<file path="src/logic/ebs_pkg.sv">
// package: constants and types for the external bus strobe interface
`default_nettype none
package ebs_pkg;
  localparam int ADDR_W = 24;
  localparam int DATA_W = 16;
  localparam int DRAM_AW = 13;
  // memory map boundaries
  localparam logic [23:0] PERIPH_LO   = 24'h000000;
  localparam logic [23:0] PERIPH_HI   = 24'h0003ff;
  localparam logic [23:0] RAM_LO      = 24'h000400;
  localparam logic [23:0] SPAGE_LO    = 24'hfffe00;
  localparam logic [23:0] SPAGE_HI    = 24'hfffedb + 24'h000100;
  localparam logic [23:0] FIXVEC_LO   = 24'hffffdc;
  // defaults for configurable limits
  localparam logic [23:0] RAM_HI_DEF  = 24'h002bff;
  localparam logic [23:0] DRAM_LO_DEF = 24'h400000;
  localparam logic [23:0] DRAM_HI_DEF = 24'h7fffff;
  // region codes
  typedef enum logic [5:0] {
    EBS_REG_PERIPH = 6'h01,
    EBS_REG_RAM    = 6'h02,
    EBS_REG_EXT    = 6'h04,
    EBS_REG_DRAM   = 6'h08,
    EBS_REG_SPAGE  = 6'h10,
    EBS_REG_FIXVEC = 6'h20
  } ebs_region_t;
  // bus cycle states
  typedef enum logic [6:0] {
    EBS_IDLE   = 7'h01,
    EBS_ADDR   = 7'h02,
    EBS_STROBE = 7'h04,
    EBS_END    = 7'h08,
    EBS_ROW    = 7'h10,
    EBS_COL    = 7'h20,
    EBS_HOLD   = 7'h40
  } ebs_state_t;
  // strobe widths in cycles
  localparam logic [3:0] STROBE_CYC = 4'h2;
endpackage : ebs_pkg
`default_nettype wire

</file>
<file path="src/logic/ebs_top.sv">
// external bus strobe interface: strobes, hold, dram and memory map
`timescale 1ns/1ps
`default_nettype none
// Overview of operation
// - separate strobes: even low, odd high
// - read strobe low marks every read
// - combined: write strobe plus odd high enable
// - software input selects the strobe scheme
// - hold request low keeps hold, acknowledge low
// - address latch enable captures multiplexed address
// - dram write low for dram writes only
// - column strobes by byte lane, both for word
// - column strobe falling edge latches column
// - row strobe falling edge latches row
// - full 24-bit, 16 megabyte linear space
// - up to 0003ff is peripheral register area
// - internal ram starts at 000400
// - fixed vectors from ffffdc upward
// - special page table fffe00 to ffffdb
// - eight high address pins, top inverted
// - four active-low space selects per cycle
// - dram row then column on same lines
module ebs_top (
  // clock and reset
  input  wire logic        i_clk_sys,
  input  wire logic        i_nrst,
  // configuration
  input  wire logic        i_combined_scheme,
  input  wire logic [23:0] i_ram_hi,
  input  wire logic [23:0] i_dram_lo,
  input  wire logic [23:0] i_dram_hi,
  input  wire logic [95:0] i_space_base,
  // access request
  input  wire logic        i_req_valid,
  output logic             o_req_ready,
  input  wire logic        i_req_write,
  input  wire logic [1:0]  i_req_bytes,
  input  wire logic [23:0] i_req_addr,
  input  wire logic [15:0] i_req_wdata,
  output logic             o_rsp_valid,
  output logic [15:0]      o_rsp_rdata,
  output logic [5:0]       o_rsp_region,
  // hold handshake
  input  wire logic        i_hold_request_n,
  output logic             o_hold_acknowledge_n,
  // multiplexed address/data
  input  wire logic [15:0] i_ad,
  output logic [15:0]      o_ad,
  output logic [15:0]      o_ad_oe,
  output logic [6:0]       o_high_address,
  output logic             o_top_address_bit_inverted,
  output logic             o_high_addr_oe,
  // strobes
  output logic             o_ale,
  output logic             o_read_strobe_n,
  output logic             o_low_byte_write_strobe_n,
  output logic             o_high_byte_write_strobe_n,
  output logic             o_strobe_oe,
  output logic [3:0]       o_space_selects_n,
  // dram
  output logic [12:0]      o_dram_address_lines,
  output logic             o_dram_write_strobe_n,
  output logic             o_column_strobe_low_n,
  output logic             o_column_strobe_high_n,
  output logic             o_row_strobe_n
);
  typedef struct packed {
    ebs_pkg::ebs_state_t st;
    logic [3:0]          cnt;
    logic                wr;
    logic [1:0]          be;
    logic [23:0]         addr;
    logic [15:0]         wdata;
    logic [5:0]          region;
    logic [3:0]          cs;
    logic                comb;
    logic                ale;
    logic                rd_n;
    logic                lo_n;
    logic                hi_n;
    logic [15:0]         ad;
    logic [15:0]         ad_oe;
    logic                drv;
    logic [12:0]         ma;
    logic                dw_n;
    logic                column_strobe_low_n;
    logic                column_strobe_high_n;
    logic                ras_n;
    logic                hold_acknowledge_n;
    logic                rsp_v;
    logic [15:0]         rdata;
  } ebs_core_t;

  ebs_core_t           r;
  ebs_core_t           next_r;
  ebs_pkg::ebs_region_t dec_region;
  logic [3:0]          dec_hit;
  logic [3:0][23:0]    space_base;

  assign space_base = i_space_base;

  ebs_decode u_decode (
    .i_addr       (i_req_addr),
    .i_ram_hi     (i_ram_hi),
    .i_dram_lo    (i_dram_lo),
    .i_dram_hi    (i_dram_hi),
    .i_space_base (space_base),
    .o_region     (dec_region),
    .o_space_hit  (dec_hit)
  );

  // byte lanes: a single-byte access uses the lane of address bit 0
  function automatic logic [1:0] lanes(input logic [1:0] bytes,
                                       input logic       a0);
    if (bytes == 2'h2) begin
      lanes = 2'h3;
    end else if (a0) begin
      lanes = 2'h2;
    end else begin
      lanes = 2'h1;
    end
  endfunction

  ////////////////////////////////////////////////////////////////////////
  always_comb begin
    next_r       = r;
    next_r.rsp_v = 1'b0;
    case (r.st)
      ebs_pkg::EBS_IDLE: begin
        next_r.drv = 1'b1;
        if (!i_hold_request_n) begin
          next_r.st     = ebs_pkg::EBS_HOLD;
          next_r.hold_acknowledge_n = 1'b0;
          next_r.drv    = 1'b0;
          next_r.ad_oe  = 16'h0000;
        end else if (i_req_valid) begin
          next_r.wr     = i_req_write;
          next_r.be     = lanes(i_req_bytes, i_req_addr[0]);
          next_r.addr   = i_req_addr;
          next_r.wdata  = i_req_wdata;
          next_r.region = dec_region;
          next_r.comb   = i_combined_scheme;
          next_r.cnt    = 4'h0;
          if (dec_region == ebs_pkg::EBS_REG_DRAM) begin
            next_r.st = ebs_pkg::EBS_ROW;
            next_r.ma = i_req_addr[23:11];
          end else begin
            next_r.st    = ebs_pkg::EBS_ADDR;
            next_r.cs    = ~dec_hit;
            next_r.ale   = 1'b1;
            next_r.ad    = i_req_addr[15:0];
            next_r.ad_oe = 16'hffff;
          end
        end
      end
      ebs_pkg::EBS_ADDR: begin
        next_r.ale = 1'b0;
        next_r.st  = ebs_pkg::EBS_STROBE;
        if (r.wr) begin
          next_r.ad = r.wdata;
          if (r.comb) begin
            next_r.lo_n = 1'b0;
            next_r.hi_n = ~r.be[1];
          end else begin
            next_r.lo_n = ~r.be[0];
            next_r.hi_n = ~r.be[1];
          end
        end else begin
          next_r.ad_oe = 16'h0000;
          next_r.rd_n  = 1'b0;
          next_r.hi_n  = r.comb ? ~r.be[1] : 1'b1;
        end
      end
      ebs_pkg::EBS_STROBE: begin
        next_r.cnt = r.cnt + 4'h1;
        if (r.cnt == ebs_pkg::STROBE_CYC - 4'h1) begin
          next_r.rdata = i_ad;
          next_r.rd_n  = 1'b1;
          next_r.lo_n  = 1'b1;
          next_r.hi_n  = 1'b1;
          next_r.column_strobe_low_n = 1'b1;
          next_r.column_strobe_high_n = 1'b1;
          next_r.ras_n  = 1'b1;
          next_r.dw_n   = 1'b1;
          next_r.st    = ebs_pkg::EBS_END;
        end
      end
      ebs_pkg::EBS_ROW: begin
        next_r.ras_n = 1'b0;
        next_r.dw_n  = ~r.wr;
        next_r.st    = ebs_pkg::EBS_COL;
        if (r.wr) begin
          next_r.ad    = r.wdata;
          next_r.ad_oe = 16'hffff;
        end
      end
      ebs_pkg::EBS_COL: begin
        next_r.ma     = {2'h0, r.addr[10:0]};
        next_r.rd_n   = r.wr;
        next_r.column_strobe_low_n = ~r.be[0];
        next_r.column_strobe_high_n = ~r.be[1];
        next_r.cnt    = 4'h0;
        next_r.st     = ebs_pkg::EBS_STROBE;
      end
      ebs_pkg::EBS_END: begin
        next_r.cs    = 4'hf;
        next_r.ad_oe = 16'h0000;
        next_r.rsp_v = 1'b1;
        next_r.st    = ebs_pkg::EBS_IDLE;
      end
      ebs_pkg::EBS_HOLD: begin
        if (i_hold_request_n) begin
          next_r.hold_acknowledge_n = 1'b1;
          next_r.drv    = 1'b1;
          next_r.st     = ebs_pkg::EBS_IDLE;
        end
      end
      default: begin
        next_r.st = ebs_pkg::EBS_IDLE;
      end
    endcase
  end

  always_ff @(posedge i_clk_sys) begin
    if (!i_nrst) begin
      r        <= '0;
      r.st     <= ebs_pkg::EBS_IDLE;
      r.cs     <= 4'hf;
      r.rd_n   <= 1'b1;
      r.lo_n   <= 1'b1;
      r.hi_n   <= 1'b1;
      r.dw_n   <= 1'b1;
      r.column_strobe_low_n <= 1'b1;
      r.column_strobe_high_n <= 1'b1;
      r.ras_n  <= 1'b1;
      r.hold_acknowledge_n <= 1'b1;
      r.drv    <= 1'b1;
    end else begin
      r <= next_r;
    end
  end

  ////////////////////////////////////////////////////////////////////////
  assign o_req_ready                = (r.st == ebs_pkg::EBS_IDLE) &&
                                      i_hold_request_n;
  assign o_rsp_valid                = r.rsp_v;
  assign o_rsp_rdata                = r.rdata;
  assign o_rsp_region               = r.region;
  assign o_hold_acknowledge_n       = r.hold_acknowledge_n;
  assign o_ad                       = r.ad;
  assign o_ad_oe                    = r.ad_oe;
  assign o_high_address             = r.addr[22:16];
  assign o_top_address_bit_inverted = ~r.addr[23];
  assign o_high_addr_oe             = r.drv;
  assign o_strobe_oe                = r.drv;
  assign o_ale                      = r.ale;
  assign o_read_strobe_n            = r.rd_n;
  assign o_low_byte_write_strobe_n  = r.lo_n;
  assign o_high_byte_write_strobe_n = r.hi_n;
  assign o_space_selects_n          = r.cs;
  assign o_dram_address_lines       = r.ma;
  assign o_dram_write_strobe_n      = r.dw_n;
  assign o_column_strobe_low_n      = r.column_strobe_low_n;
  assign o_column_strobe_high_n     = r.column_strobe_high_n;
  assign o_row_strobe_n             = r.ras_n;
endmodule // ebs_top
`default_nettype wire

</file>
<file path="src/logic/ebs_decode.sv">
// memory map decoder for the external bus strobe interface
`timescale 1ns/1ps
`default_nettype none
module ebs_decode (
  // address in
  input  wire logic [23:0]         i_addr,
  input  wire logic [23:0]         i_ram_hi,
  input  wire logic [23:0]         i_dram_lo,
  input  wire logic [23:0]         i_dram_hi,
  input  wire logic [3:0][23:0]    i_space_base,
  // decode out
  output ebs_pkg::ebs_region_t     o_region,
  output logic [3:0]               o_space_hit
);
  always_comb begin
    if (i_addr <= ebs_pkg::PERIPH_HI) begin
      o_region = ebs_pkg::EBS_REG_PERIPH;
    end else if (i_addr <= i_ram_hi) begin
      o_region = ebs_pkg::EBS_REG_RAM;
    end else if (i_addr >= ebs_pkg::FIXVEC_LO) begin
      o_region = ebs_pkg::EBS_REG_FIXVEC;
    end else if (i_addr >= ebs_pkg::SPAGE_LO) begin
      o_region = ebs_pkg::EBS_REG_SPAGE;
    end else if (i_addr >= i_dram_lo && i_addr <= i_dram_hi) begin
      o_region = ebs_pkg::EBS_REG_DRAM;
    end else begin
      o_region = ebs_pkg::EBS_REG_EXT;
    end
  end

  // space selects 0 to 2 cover from their base up to the next base, select 3 from its base to the top
  always_comb begin
    for (int i = 0; i < 4; i++) begin
      o_space_hit[i] = (i_addr >= i_space_base[i]) &&
                       ((i == 3) || (i_addr < i_space_base[(i + 1) % 4]));
    end
  end
endmodule // ebs_decode
`default_nettype wire

</file>
<file path="config.mk">
export PLATFORM = sky130hd
export DESIGN_NAME = ebs_top
export DESIGN_NICKNAME = d
export VERILOG_FILES = /design/src/logic/ebs_pkg.sv /design/src/logic/ebs_top.sv /design/src/logic/ebs_decode.sv
export SDC_FILE = /design/constraint.sdc
export NUM_CORES = 1
export LEC_CHECK = 0
export BUFFER_PORTS_ARGS = -buffer_cell sky130_fd_sc_hd__clkbuf_2
export CAP_MARGIN = 20
export CORE_UTILIZATION = 55
export CTS_CLUSTER_DIAMETER = 100
export CTS_CLUSTER_SIZE = 10
export DETAILED_ROUTE_END_ITERATION = 10
export HOLD_SLACK_MARGIN = 0.08
export PLACE_DENSITY = 0.86
export SYNTH_ARGS = -nofsm -noshare
export SYNTH_HDL_FRONTEND = slang
export SYNTH_SLANG_ARGS = --single-unit
</file>
<file path="constraint.sdc">
create_clock -name i_clk_sys -period 9.34 [get_ports i_clk_sys]
set_input_delay 2.335 -clock i_clk_sys [delete_from_list [all_inputs] [get_ports i_clk_sys]]
set_output_delay 2.335 -clock i_clk_sys [all_outputs]
set_load 0.02 [all_outputs]
</file>
==> impl_metrics.py, run 1 <==
metrics = {
    "timing": {
        "setup_tns_ns": 0,
        "fin_crit_sh": 0.561,
        "setup_viol": 0,
        "maxSlewViolCount": 0,
        "worstMarginPinSlew_ns": 1.05,
        "slew_headroom": 0.296,
        "worst_slack_ns": 4.10,
        "rsz0062_at_grt": "false",
        "max_freq_mhz": 191,
        "finClkSkew_ns": 0.0206,
        "post-route-min-period_ns": 5.24,
        "hold_violations": 0,
    },
    "setup_path": {
        "crit_top_cell": "clkbuf_2",
        "cp.arrival_ns": 2.91,
        "crit_path_max_incr_delay_ns": 0.17,
        "crit_path_start_kind": "primary input",
        "cpMaxStageDelayCell": "clkbuf_2",
        "worst-endpoint-required_ns": 7.01,
        "crit_type": "primary input to output port",
        "path_max_fanout": 9,
        "crit_chain": "clkbuf_2 > nand2_1 > inv_1 > clkbuf_2",
        "endpoint_kind": "output port",
    },
    "synth": {
        "synth_area_mm2": 0.00945,
        "ys_async_sr_fraction": 0,
        "syn-num-nets": 1616,
        "postSynthAreaPerCell_um2": 7.78,
        "yosysSeqAreaShare": 0.248,
        "ys_types": 64,
        "synth_ff_type": "dfxtp_1",
        "syn_inst": 1214,
        "synth_edf_count": 0,
        "synth.yosys.warnings": 0,
        "ys_ff_latch": 117,
    },
    "cells_and_area": {
        "register_area_mm2": 0.00234,
        "postLayoutCellArea_mm2": 0.0112,
        "areaGrowthSynthToFinish_pct": 19.0,
        "final_core_util": 0.673,
        "final_nets": 1848,
        "diodes": 0,
        "instances_no_fill": 1677,
        "drive_gt1_frac": 0.267,
        "fillCellCount": 1395,
        "multi_input_area_mm2": 0.00573,
    },
    "placement": {
        "finalWeightedCongestion": 0.904,
        "dpl-instance-area_mm2": 0.0107,
        "port-buffer-count": 323,
        "dp_hpwl_mm": 22.3,
        "place_ws_ns": 3.33,
        "placed_cells": 1646,
    },
    "grt": {
        "grt_pass1_wl_mm": 45.4,
        "grt_max_degree": 52,
        "grt_pass1_vias": 9327,
        "antenna_found_initial": 0,
        "track_usage": 0.327,
        "overflow": 0,
    },
    "route": {
        "drt_iter0_drc": 465,
        "ant_nets": 0,
        "vias": 9443,
        "routed_wl_mm": 28.5,
        "drt-wirelength-per-cell_um": 17.0,
        "viasPerCell": 5.63,
        "drtPass1Iterations": 5,
        "drc": 0,
    },
    "clocking": {
        "clock_sinks": 117,
        "cts_setup_buffers": 0,
        "h-tree-depth": 4,
        "cts_buffer_depth": 2,
        "clk_latency_ns": 0.42,
        "cts-resized-gates": 0,
        "hold_buffers": 0,
        "clk_pin_slew_ns": 0.05,
        "cts_buffers": 17,
        "tritoncts": "done",
        "cts_root_buf": "clkbuf_16",
    },
    "floorplanning": {
        "core-area_mm2": 0.0167,
        "io_pins": 324,
        "die_y_um": 133,
        "floorplan.initialDensity": 0.566,
        "dieWidth_um": 133,
        "dieArea_mm2": 0.0177,
        "rows": 47,
    },
    "status": {
        "status": "complete, no violations",
    },
    "hold_path": {
        "holdCritPathClass": "flip-flop to flip-flop",
    },
    "pwr": {
        "ir_drop_mv": 0.132,
        "power.leakage_nw": 5.89,
        "power.density_mw_per_mm2": 138,
    },
    "flow_run": {
        "max_cap_viol_count": 0,
    },
}
==> through the flow <==
stage / hold slack [ns] / total power, mW
global placement: 0.440 / 0.920
global route: 0.466 / 1.64
floorplan: 0.432 / 0.808
finish: 0.452 / 1.55
CTS: 0.453 / 1.56
detailed placement: 0.446 / 0.935
==> critical path: cells and delay by family <==
kind                   cells  cell delay [ns]
buffers and inverters      3             0.42
AND/OR/NAND/NOR            1             0.15
==> cells in the final DEF, fill, tap and decap left out, types with 5 or more instances in the layout <==
cell / netlist / routed
nand3_1: 11 / 10
a2111oi_0: 6 / 6
clkinv_2: 0 / 5
nor3_1: 12 / 12
clkbuf_16: 0 / 17
nand2b_1: 5 / 5
nand2_1: 157 / 157
a21o_1: 16 / 16
inv_1: 169 / 169
nand4_1: 36 / 36
nor2b_1: 13 / 13
clkbuf_2: 0 / 323
a211oi_1: 10 / 10
nor4_1: 10 / 10
a21oi_1: 124 / 124
o21ai_0: 49 / 49
a31oi_1: 8 / 8
nor2_1: 58 / 57
o211ai_1: 9 / 9
dfxtp_1: 117 / 117
o221a_2: 16 / 16
mux2i_1: 13 / 13
ha_1: 170 / 170
o21a_1: 23 / 23
==> metal layers <==
| layer | global-route usage | wire length (um) | up-vias |
|---|---|---|---|
| met1 | 0.390 | 11700 | 4288 |
| met5 | 0 | 0 | - |
| met3 | 0.0670 | 2190 | 88 |
| met4 | 0.183 | 1370 | 0 |
| met2 | 0.546 | 13300 | 451 |
| li1 | - | - | 4616 |
==> kinds of logic after synthesis <==
logic type,share of synthesized area
adder cells (fa/ha/maj),0.225
buffers and inverters,0.147
multiplexers,0.0138
AND/OR/NAND/NOR,0.166
XOR/XNOR,0.000927
flip-flops,0.248
AO/OA/AOI/OAI,0.199
==> where the power goes <==
part,total [mW],internal (mW),switching (mW)
logic,0.388,0.157,0.231
registers,0.545,0.524,0.0210
clock network,0.622,0.400,0.222
total,1.55,1.08,0.474
==> state kept, by name, indices dropped and copies added (netlist names) <==
| signal | flops |
|---|---|
| o_hold_acknowledge_n | 1 |
| o_column_strobe_low_n | 1 |
| o_row_strobe_n | 1 |
| o_rsp_region | 6 |
| o_dram_write_strobe_n | 1 |
| o_read_strobe_n | 1 |
| o_low_byte_write_strobe_n | 1 |
| o_high_addr_oe | 1 |
| o_ad | 16 |
| o_dram_address_lines | 13 |
| o_high_address | 7 |
| o_rsp_rdata | 16 |
| o_ad_oe | 1 |
| o_rsp_valid | 1 |
| r | 43 |
| o_space_selects_n | 4 |
| o_high_byte_write_strobe_n | 1 |
| o_ale | 1 |
| o_column_strobe_high_n | 1 |
==> final timing paths <==
| kind | startpoint | endpoint | slack (ns) | cells past startpoint |
|---|---|---|---|---|
| setup / recovery | i_hold_request_n | o_req_ready | 4.10 | 4 |
| hold / removal | r[99]$_SDFFE_PN0P_ | r[99]$_SDFFE_PN0P_ | 0.45 | 2 |
| setup reg to reg | r[135]$_SDFFE_PN0P_ | o_ad[14]$_SDFFE_PN0P_ | 6.50 | 8 |
| hold reg to reg | r[99]$_SDFFE_PN0P_ | r[99]$_SDFFE_PN0P_ | 0.45 | 2 |
==> cell type report <==
class | instances | share of cell area
repair buffers | 329 | 0.150
clock inverters | 10 | 0.00957
multi-input cells | 811 | 0.510
clock buffers | 20 | 0.0406
flip-flops and latches | 117 | 0.208
well taps | 220 | 0.0245
inverters | 170 | 0.0568
==> Yosys cell counts, types with 2 or more instances <==
| cell | number | area, um2 |
|---|---|---|
| o221a_2 | 16 | 180 |
| a221o_1 | 3 | 30.0 |
| o31a_1 | 2 | 17.5 |
| a311oi_1 | 2 | 17.5 |
| o31ai_1 | 4 | 30.0 |
| dfxtp_1 | 117 | 2340 |
| nand2b_1 | 5 | 31.3 |
| o221ai_1 | 2 | 17.5 |
| or3_1 | 3 | 18.8 |
| inv_1 | 169 | 634 |
| buf_4 | 81 | 608 |
| a21oi_1 | 124 | 621 |
| a2111oi_0 | 6 | 52.6 |
| nand3_1 | 11 | 55.1 |
| and4_1 | 3 | 26.3 |
| a31oi_1 | 8 | 50.1 |
| o21a_1 | 23 | 173 |
| a22oi_1 | 3 | 22.5 |
| and3_1 | 4 | 25.0 |
| clkbuf_1 | 33 | 124 |
| nor2b_1 | 13 | 81.3 |
| nor2_1 | 58 | 218 |
| a21o_1 | 16 | 120 |
| nand2_1 | 157 | 589 |
| nand3b_1 | 3 | 22.5 |
| a211o_1 | 2 | 17.5 |
| nor3b_1 | 3 | 22.5 |
| and3b_1 | 2 | 17.5 |
| and2_1 | 3 | 18.8 |
| nor3_1 | 12 | 60.1 |
| o21ai_1 | 2 | 10.0 |
| o2111ai_1 | 2 | 17.5 |
| o211ai_1 | 9 | 67.6 |
| ha_1 | 170 | 2130 |
| mux2i_1 | 13 | 130 |
| nor4_1 | 10 | 62.6 |
| nand4_1 | 36 | 225 |
| o21ai_0 | 49 | 245 |
| a211oi_1 | 10 | 75.1 |
No activity file was read; power rests on OpenSTA's default activity.
==> run 2, diff against run 1 <==
--- a/config.mk
+++ b/config.mk
@@ -5,14 +5,15 @@
 export SDC_FILE = /design/constraint.sdc
 export NUM_CORES = 1
 export LEC_CHECK = 0
+export ABC_AREA = 1
 export BUFFER_PORTS_ARGS = -buffer_cell sky130_fd_sc_hd__clkbuf_2
 export CAP_MARGIN = 20
-export CORE_UTILIZATION = 55
+export CORE_UTILIZATION = 53
 export CTS_CLUSTER_DIAMETER = 100
 export CTS_CLUSTER_SIZE = 10
 export DETAILED_ROUTE_END_ITERATION = 10
 export HOLD_SLACK_MARGIN = 0.08
-export PLACE_DENSITY = 0.86
+export PLACE_DENSITY = 0.83
 export SYNTH_ARGS = -nofsm -noshare
 export SYNTH_HDL_FRONTEND = slang
 export SYNTH_SLANG_ARGS = --single-unit
==> constraint.sdc (replaced) <==
create_clock -name i_clk_sys -period 5.2 [get_ports i_clk_sys]
set_input_delay 1.3 -clock i_clk_sys [delete_from_list [all_inputs] [get_ports i_clk_sys]]
set_output_delay 1.3 -clock i_clk_sys [all_outputs]
set_load 0.02 [all_outputs]
==> run 2 against run 1 <==
The flow now finishes with violations (design-rule violations); cell count is 17% higher; combinational power is 120% higher; non-clock buffer count is 1 lower; wire length is 6.4% higher; register-to-register slack worse by 3.8 ns; synthesized cell count is 20% higher; critical path depth is 9 higher.
==> impl_metrics.py, run 2 <==
metrics = {
    "clocking": {
        "clock_sinks": 117,
        "cts_buffers": 17,
        "h-tree-depth": 4,
        "clk_pin_slew_ns": 0.06,
        "cts_setup_buffers": 0,
        "cts_root_buf": "clkbuf_16",
        "clk_latency_ns": 0.41,
        "tritoncts": "done",
        "cts-resized-gates": 0,
        "cts_buffer_depth": 2,
        "hold_buffers": 0,
    },
    "hold_path": {
        "min_path_cells": 2,
        "holdCritPathClass": "flip-flop to flip-flop",
    },
    "placement": {
        "placed_cells": 1921,
        "port-buffer-count": 323,
        "finalWeightedCongestion": 0.894,
        "dp_hpwl_mm": 23.9,
    },
    "route": {
        "viasPerCell": 5.26,
        "drtPass1Iterations": 8,
        "drc": 1,
        "ant_nets": 0,
        "drt-wirelength-per-cell_um": 15.5,
        "drt_iter0_drc": 715,
        "vias": 10300,
        "routed_wl_mm": 30.3,
    },
    "synth": {
        "postSynthAreaPerCell_um2": 7.04,
        "synth_common_cells": "247 x inv_1, 242 x nand2_1, 170 x ha_1, 155 x a21oi_1, 117 x dfxtp_1",
        "synth_edf_count": 0,
        "synth.yosys.warnings": 0,
        "synth_compound_area_frac": 0.156,
        "synth_area_mm2": 0.0102,
        "yosys-mux-area-fraction": 0,
        "synth_top_area_share": 0.229,
        "synth_xor_area_frac": 0.000855,
        "synth_top_family_by_area": "simple AND/OR/NAND/NOR gates",
        "syn-num-nets": 1856,
        "ys_types": 50,
        "ys_async_sr_fraction": 0,
        "synth-simple-area-share": 0.231,
        "yosys.area.top_type": "dfxtp_1",
        "synth_most_common_cell": "inv_1",
        "synth_ff_type": "dfxtp_1",
        "yosysSeqAreaShare": 0.229,
        "yosys.area_share.adder": 0.208,
        "synth_area_leaders": "dfxtp_1 23%, ha_1 21%, inv_1 9.1%",
        "ys_ff_latch": 117,
        "syn_inst": 1454,
    },
    "grt": {
        "track_usage": 0.311,
        "grtUsageMet1": 0.390,
        "grt_max_degree": 63,
        "antenna_found_initial": 0,
        "grt_pass1_wl_mm": 48.9,
        "grt_busiest_layer": "met2",
        "overflow": 0,
        "use_met2": 0.522,
        "met3_usage": 0.0496,
        "grt_pass1_vias": 10100,
    },
    "pwr": {
        "power.leakage_nw": 6.62,
        "p_clk_frac": 0.370,
        "seq_power_share": 0.338,
        "switching_power_mw": 1.03,
        "p_comb_frac": 0.293,
        "power.density_mw_per_mm2": 248,
        "internal-power_mw": 1.94,
        "switching_share": 0.347,
        "ir_drop_mv": 0.242,
    },
    "cells_and_area": {
        "areaGrowthSynthToFinish_pct": 16.9,
        "instances_no_fill": 1955,
        "largest_register": "r",
        "largest_reg_flops": 43,
        "layout_commonest_cell": "clkbuf_2",
        "final_nets": 2084,
        "fillCellCount": 1711,
        "layout_common_cells": "323 x clkbuf_2, 247 x inv_1, 242 x nand2_1",
        "diodes": 0,
        "drive_gt1_frac": 0.250,
    },
    "timing": {
        "hold_violations": 0,
        "post-route-min-period_ns": 3.36,
        "slew_headroom": 0.520,
        "setup_tns_ns": 0,
        "max_freq_mhz": 297,
        "maxSlewViolCount": 0,
        "finClkSkew_ns": 0.00663,
        "worstMarginPinSlew_ns": 0.718,
        "fin_crit_sh": 0.647,
        "rsz0062_at_grt": "false",
        "setup_viol": 0,
    },
    "floorplanning": {
        "rows": 50,
        "dieWidth_um": 141,
        "floorplan.initialDensity": 0.544,
        "dieArea_mm2": 0.0199,
        "io_pins": 324,
        "die_y_um": 141,
        "core-area_mm2": 0.0188,
    },
    "setup_path": {
        "ff2ff_path_depth": 9,
        "path_max_fanout": 15,
        "crit_type": "primary input to flip-flop",
        "cp.arrival_ns": 3.71,
        "crit_path_start_kind": "primary input",
        "endpoint_kind": "flip-flop",
        "worst-endpoint-required_ns": 5.54,
    },
    "status": {
        "status": "finished with violations",
        "violations": "design-rule violations",
    },
    "flow_run": {
        "max_cap_viol_count": 0,
    },
}
==> run 2: cell types whose count changed in the layout (fill, tap and decap cells not counted), moves of 8 or more <==
| cell | before | now |
|---|---|---|
| inv_1 | 169 | 247 |
| a21oi_2 | 1 | 12 |
| nand2_1 | 157 | 242 |
| nor2b_1 | 13 | 0 |
| o21a_1 | 23 | 3 |
| a211oi_1 | 10 | 2 |
| o21ai_0 | 49 | 88 |
| mux2i_1 | 13 | 0 |
| nor2_1 | 57 | 106 |
| o221a_2 | 16 | 0 |
| nand3_1 | 10 | 55 |
| a21oi_1 | 124 | 155 |
==> run 2: layer usage <==
metal | vias up | wire length [um]
met5 | - | 0
met4 | 0 | 1230
met3 | 91 | 2190
met2 | 439 | 14000
met1 | 4594 | 12900
li1 | 5152 | -
==> run 2: cell type report <==
cell class / count / area, um2 / share of cell area
flip-flops and latches: 117 / 2340 / 0.196
inverters: 257 / 973 / 0.0813
clock buffers: 17 / 425 / 0.0355
clock inverters: 15 / 135 / 0.0113
well taps: 260 / 325 / 0.0272
repair buffers: 328 / 1670 / 0.140
multi-input cells: 961 / 6100 / 0.509
==> run 2: logic make-up after synthesis <==
group	count (synthesis)
AND/OR/NAND/NOR	498
flip-flops	117
adder cells (fa/ha/maj)	170
XOR/XNOR	1
buffers and inverters	376
AO/OA/AOI/OAI	292
==> run 2: power groups by stage <==
stage	Clock, mW	Combinational [mW]	Sequential, mW
5_1_grt	1.16	0.973	1.01
3_5_place_dp	0	0.857	1.02
2_1_floorplan	0	0.638	1.02
6_report	1.10	0.869	1.00
4_1_cts	1.10	0.864	1.00
3_3_place_gp	0	0.830	1.02
==> run 2: worst max-delay path, stage by stage <==
cell	delay, ns
clkbuf_2	0.23
ha_1	0.37
a21oi_1	0.15
o21ai_0	0.11
a21oi_1	0.28
nand3_1	0.11
nand2_1	0.11
nand2_2	0.11
nor2_4	0.22
nand2_4	0.16
clkinv_2	0.24
o21ai_0	0.14
a21oi_1	0.16
==> run 2: path summary, 6_finish.rpt <==
| check | from | endpoint | slack [ns] |
|---|---|---|---|
| worst max-delay path | i_req_addr[23] | o_dram_address_lines[9]$_SDFFE_PN0P_ | 1.84 |
| worst min-delay path | r[108]$_SDFFE_PN0P_ | r[108]$_SDFFE_PN0P_ | 0.45 |
| worst max register to register | r[130]$_SDFFE_PN1P_ | o_ad[12]$_SDFFE_PN0P_ | 2.70 |
| worst min register to register | r[108]$_SDFFE_PN0P_ | r[108]$_SDFFE_PN0P_ | 0.45 |
==> run 2: metrics by stage <==
step | hold slack, ns | power [mW] | instance area [um2] | worst slack (ns) | utilization
5_1_grt | 0.471 | 3.14 | 12000 | 1.66 | 0.636
3_3_place_gp | 0.434 | 1.85 | 11400 | 1.53 | 0.604
3_5_place_dp | 0.444 | 1.88 | 11400 | 1.45 | 0.605
4_1_cts | 0.453 | 2.97 | 12000 | 1.87 | 0.635
2_1_floorplan | 0.425 | 1.65 | 10200 | 2.18 | -
6_report | 0.451 | 2.97 | 12000 | 1.84 | 0.636
==> run 3, diff against run 2 <==
==> constraint.sdc (replaced) <==
create_clock -name i_clk_sys -period 3.34 [get_ports i_clk_sys]
set_input_delay 0.835 -clock i_clk_sys [delete_from_list [all_inputs] [get_ports i_clk_sys]]
set_output_delay 0.835 -clock i_clk_sys [all_outputs]
set_load 0.02 [all_outputs]
==> run 3 against run 2 <==
The flow now finishes without violations; design area grew 1.7%; first-iteration DRC count is 7.0% higher; setup slack worse by 1.3 ns; sequential share of layout area fell by 0.33 points; clock skew up 0.0043 ns.
==> impl_metrics.py, run 3 (synthesis results as in run 2) <==
metrics = {
    "timing": {
        "fin_crit_sh": 0.843,
        "setup_tns_ns": 0,
        "worst_slack_ns": 0.523,
        "hold_violations": 0,
        "maxSlewViolCount": 0,
        "setup_viol": 0,
        "slew_headroom": 0.485,
        "rsz0062_at_grt": "false",
        "finClkSkew_ns": 0.0109,
        "worstMarginPinSlew_ns": 0.771,
        "post-route-min-period_ns": 2.82,
        "max_freq_mhz": 355,
    },
    "route": {
        "routed_wl_mm": 30.8,
        "drtPass1Iterations": 7,
        "vias": 10400,
        "drt_iter0_drc": 765,
        "drc": 0,
        "drt-wirelength-per-cell_um": 15.6,
        "viasPerCell": 5.25,
        "ant_nets": 0,
    },
    "setup_path": {
        "crit_path_start_kind": "primary input",
        "path_max_fanout": 20,
        "worst-endpoint-required_ns": 3.68,
        "crit_chain": "clkbuf_2 > ha_1 > nand2_1 > nor3_1 > nand4_1 > nand2_1 > nand2_2 > nor2_4 > nand2_4 > nand3_4 > nand2_1 > a21oi_1",
        "crit_path_max_incr_delay_ns": 0.45,
        "endpoint_kind": "flip-flop",
        "cpMaxStageDelayCell": "nor3_1",
        "crit_type": "primary input to flip-flop",
        "cp.arrival_ns": 3.15,
        "crit_top_cell": "nand2_1",
    },
    "cells_and_area": {
        "largest_reg_flops": 43,
        "final_nets": 2106,
        "drive_gt1_frac": 0.260,
        "diodes": 0,
        "layout_commonest_cell": "clkbuf_2",
        "areaGrowthSynthToFinish_pct": 18.9,
        "largest_register": "r",
        "instances_no_fill": 1977,
        "layout_common_cells": "323 x clkbuf_2, 247 x inv_1, 242 x nand2_1",
        "final_core_util": 0.647,
    },
    "clocking": {
        "clock_sinks": 117,
        "cts_root_buf": "clkbuf_16",
        "clk_pin_slew_ns": 0.05,
        "h-tree-depth": 4,
        "cts_buffers": 17,
        "cts_setup_buffers": 0,
        "cts_buffer_depth": 2,
        "hold_buffers": 0,
        "tritoncts": "done",
        "clk_latency_ns": 0.42,
        "cts-resized-gates": 0,
    },
    "grt": {
        "grt_pass1_vias": 9928,
        "antenna_found_initial": 0,
        "track_usage": 0.317,
        "grt_pass1_wl_mm": 49.1,
        "grt_max_degree": 54,
        "overflow": 0,
    },
    "floorplanning": {
        "rows": 50,
        "core-area_mm2": 0.0188,
        "die_y_um": 141,
        "dieArea_mm2": 0.0199,
        "io_pins": 324,
        "dieWidth_um": 141,
        "floorplan.initialDensity": 0.544,
    },
    "placement": {
        "dp_hpwl_mm": 24.5,
        "placed_cells": 1945,
        "finalWeightedCongestion": 0.945,
        "port-buffer-count": 323,
        "place_ws_ns": 0.149,
    },
    "pwr": {
        "ir_drop_mv": 0.376,
        "power.leakage_nw": 6.75,
        "finalPower_mw": 4.84,
        "power.density_mw_per_mm2": 397,
    },
    "status": {
        "status": "complete, no violations",
    },
    "flow_run": {
        "max_cap_viol_count": 0,
    },
    "hold_path": {
        "holdCritPathClass": "flip-flop to flip-flop",
    },
}
run 3: final cells by class:
class / count / area, um2
Clock buffer: 20 / 467
Clock inverter: 12 / 153
Fill cell: 1628 / 6650
Inverter: 257 / 973
Multi-Input combinational cell: 961 / 6100
Sequential cell: 117 / 2340
Tap cell: 260 / 325
Timing Repair Buffer: 350 / 1820
run 3: stage by stage:
stage	hold slack, ns	area (um2)
finish	0.460	12200
global route	0.465	12200
CTS	0.458	12200
detailed placement	0.451	11600
global placement	0.440	11600
floorplan	0.425	10200
run 3: path summary, 6_finish.rpt:
check	start	endpoint	slack, ns	depth (start not counted)
setup / recovery	i_req_addr[4]	o_ad[2]$_SDFFE_PN0P_	0.52	12
hold / removal	r[86]$_SDFFE_PN0P_	r[86]$_SDFFE_PN0P_	0.46	2
setup reg to reg	r[130]$_SDFFE_PN1P_	o_ad[2]$_SDFFE_PN0P_	0.94	10
hold reg to reg	r[86]$_SDFFE_PN0P_	r[86]$_SDFFE_PN0P_	0.46	2
run 3: per-layer routing:
| metal | vias to the layer above | global-route usage | share of wire |
|---|---|---|---|
| met5 | - | 0 | 0 |
| met4 | 0 | 0.117 | 0.030 |
| met3 | 64 | 0.0530 | 0.066 |
| met2 | 425 | 0.526 | 0.46 |
| met1 | 4689 | 0.411 | 0.44 |
| li1 | 5203 | - | - |
run 3: report_power, final:
| group | switching, mW | internal, mW |
|---|---|---|
| Combinational | 0.877 | 0.510 |
| Clock | 0.656 | 1.23 |
| Sequential | 0.0652 | 1.50 |
run 3: critical path, delay by kind of cell:
family / cells / cell delay, ns
AOI/OAI and AO/OA: 1 / 0.14
and+or+nand+nor: 9 / 1.56
adders and majority gates: 1 / 0.36
buffers and inverters: 1 / 0.24
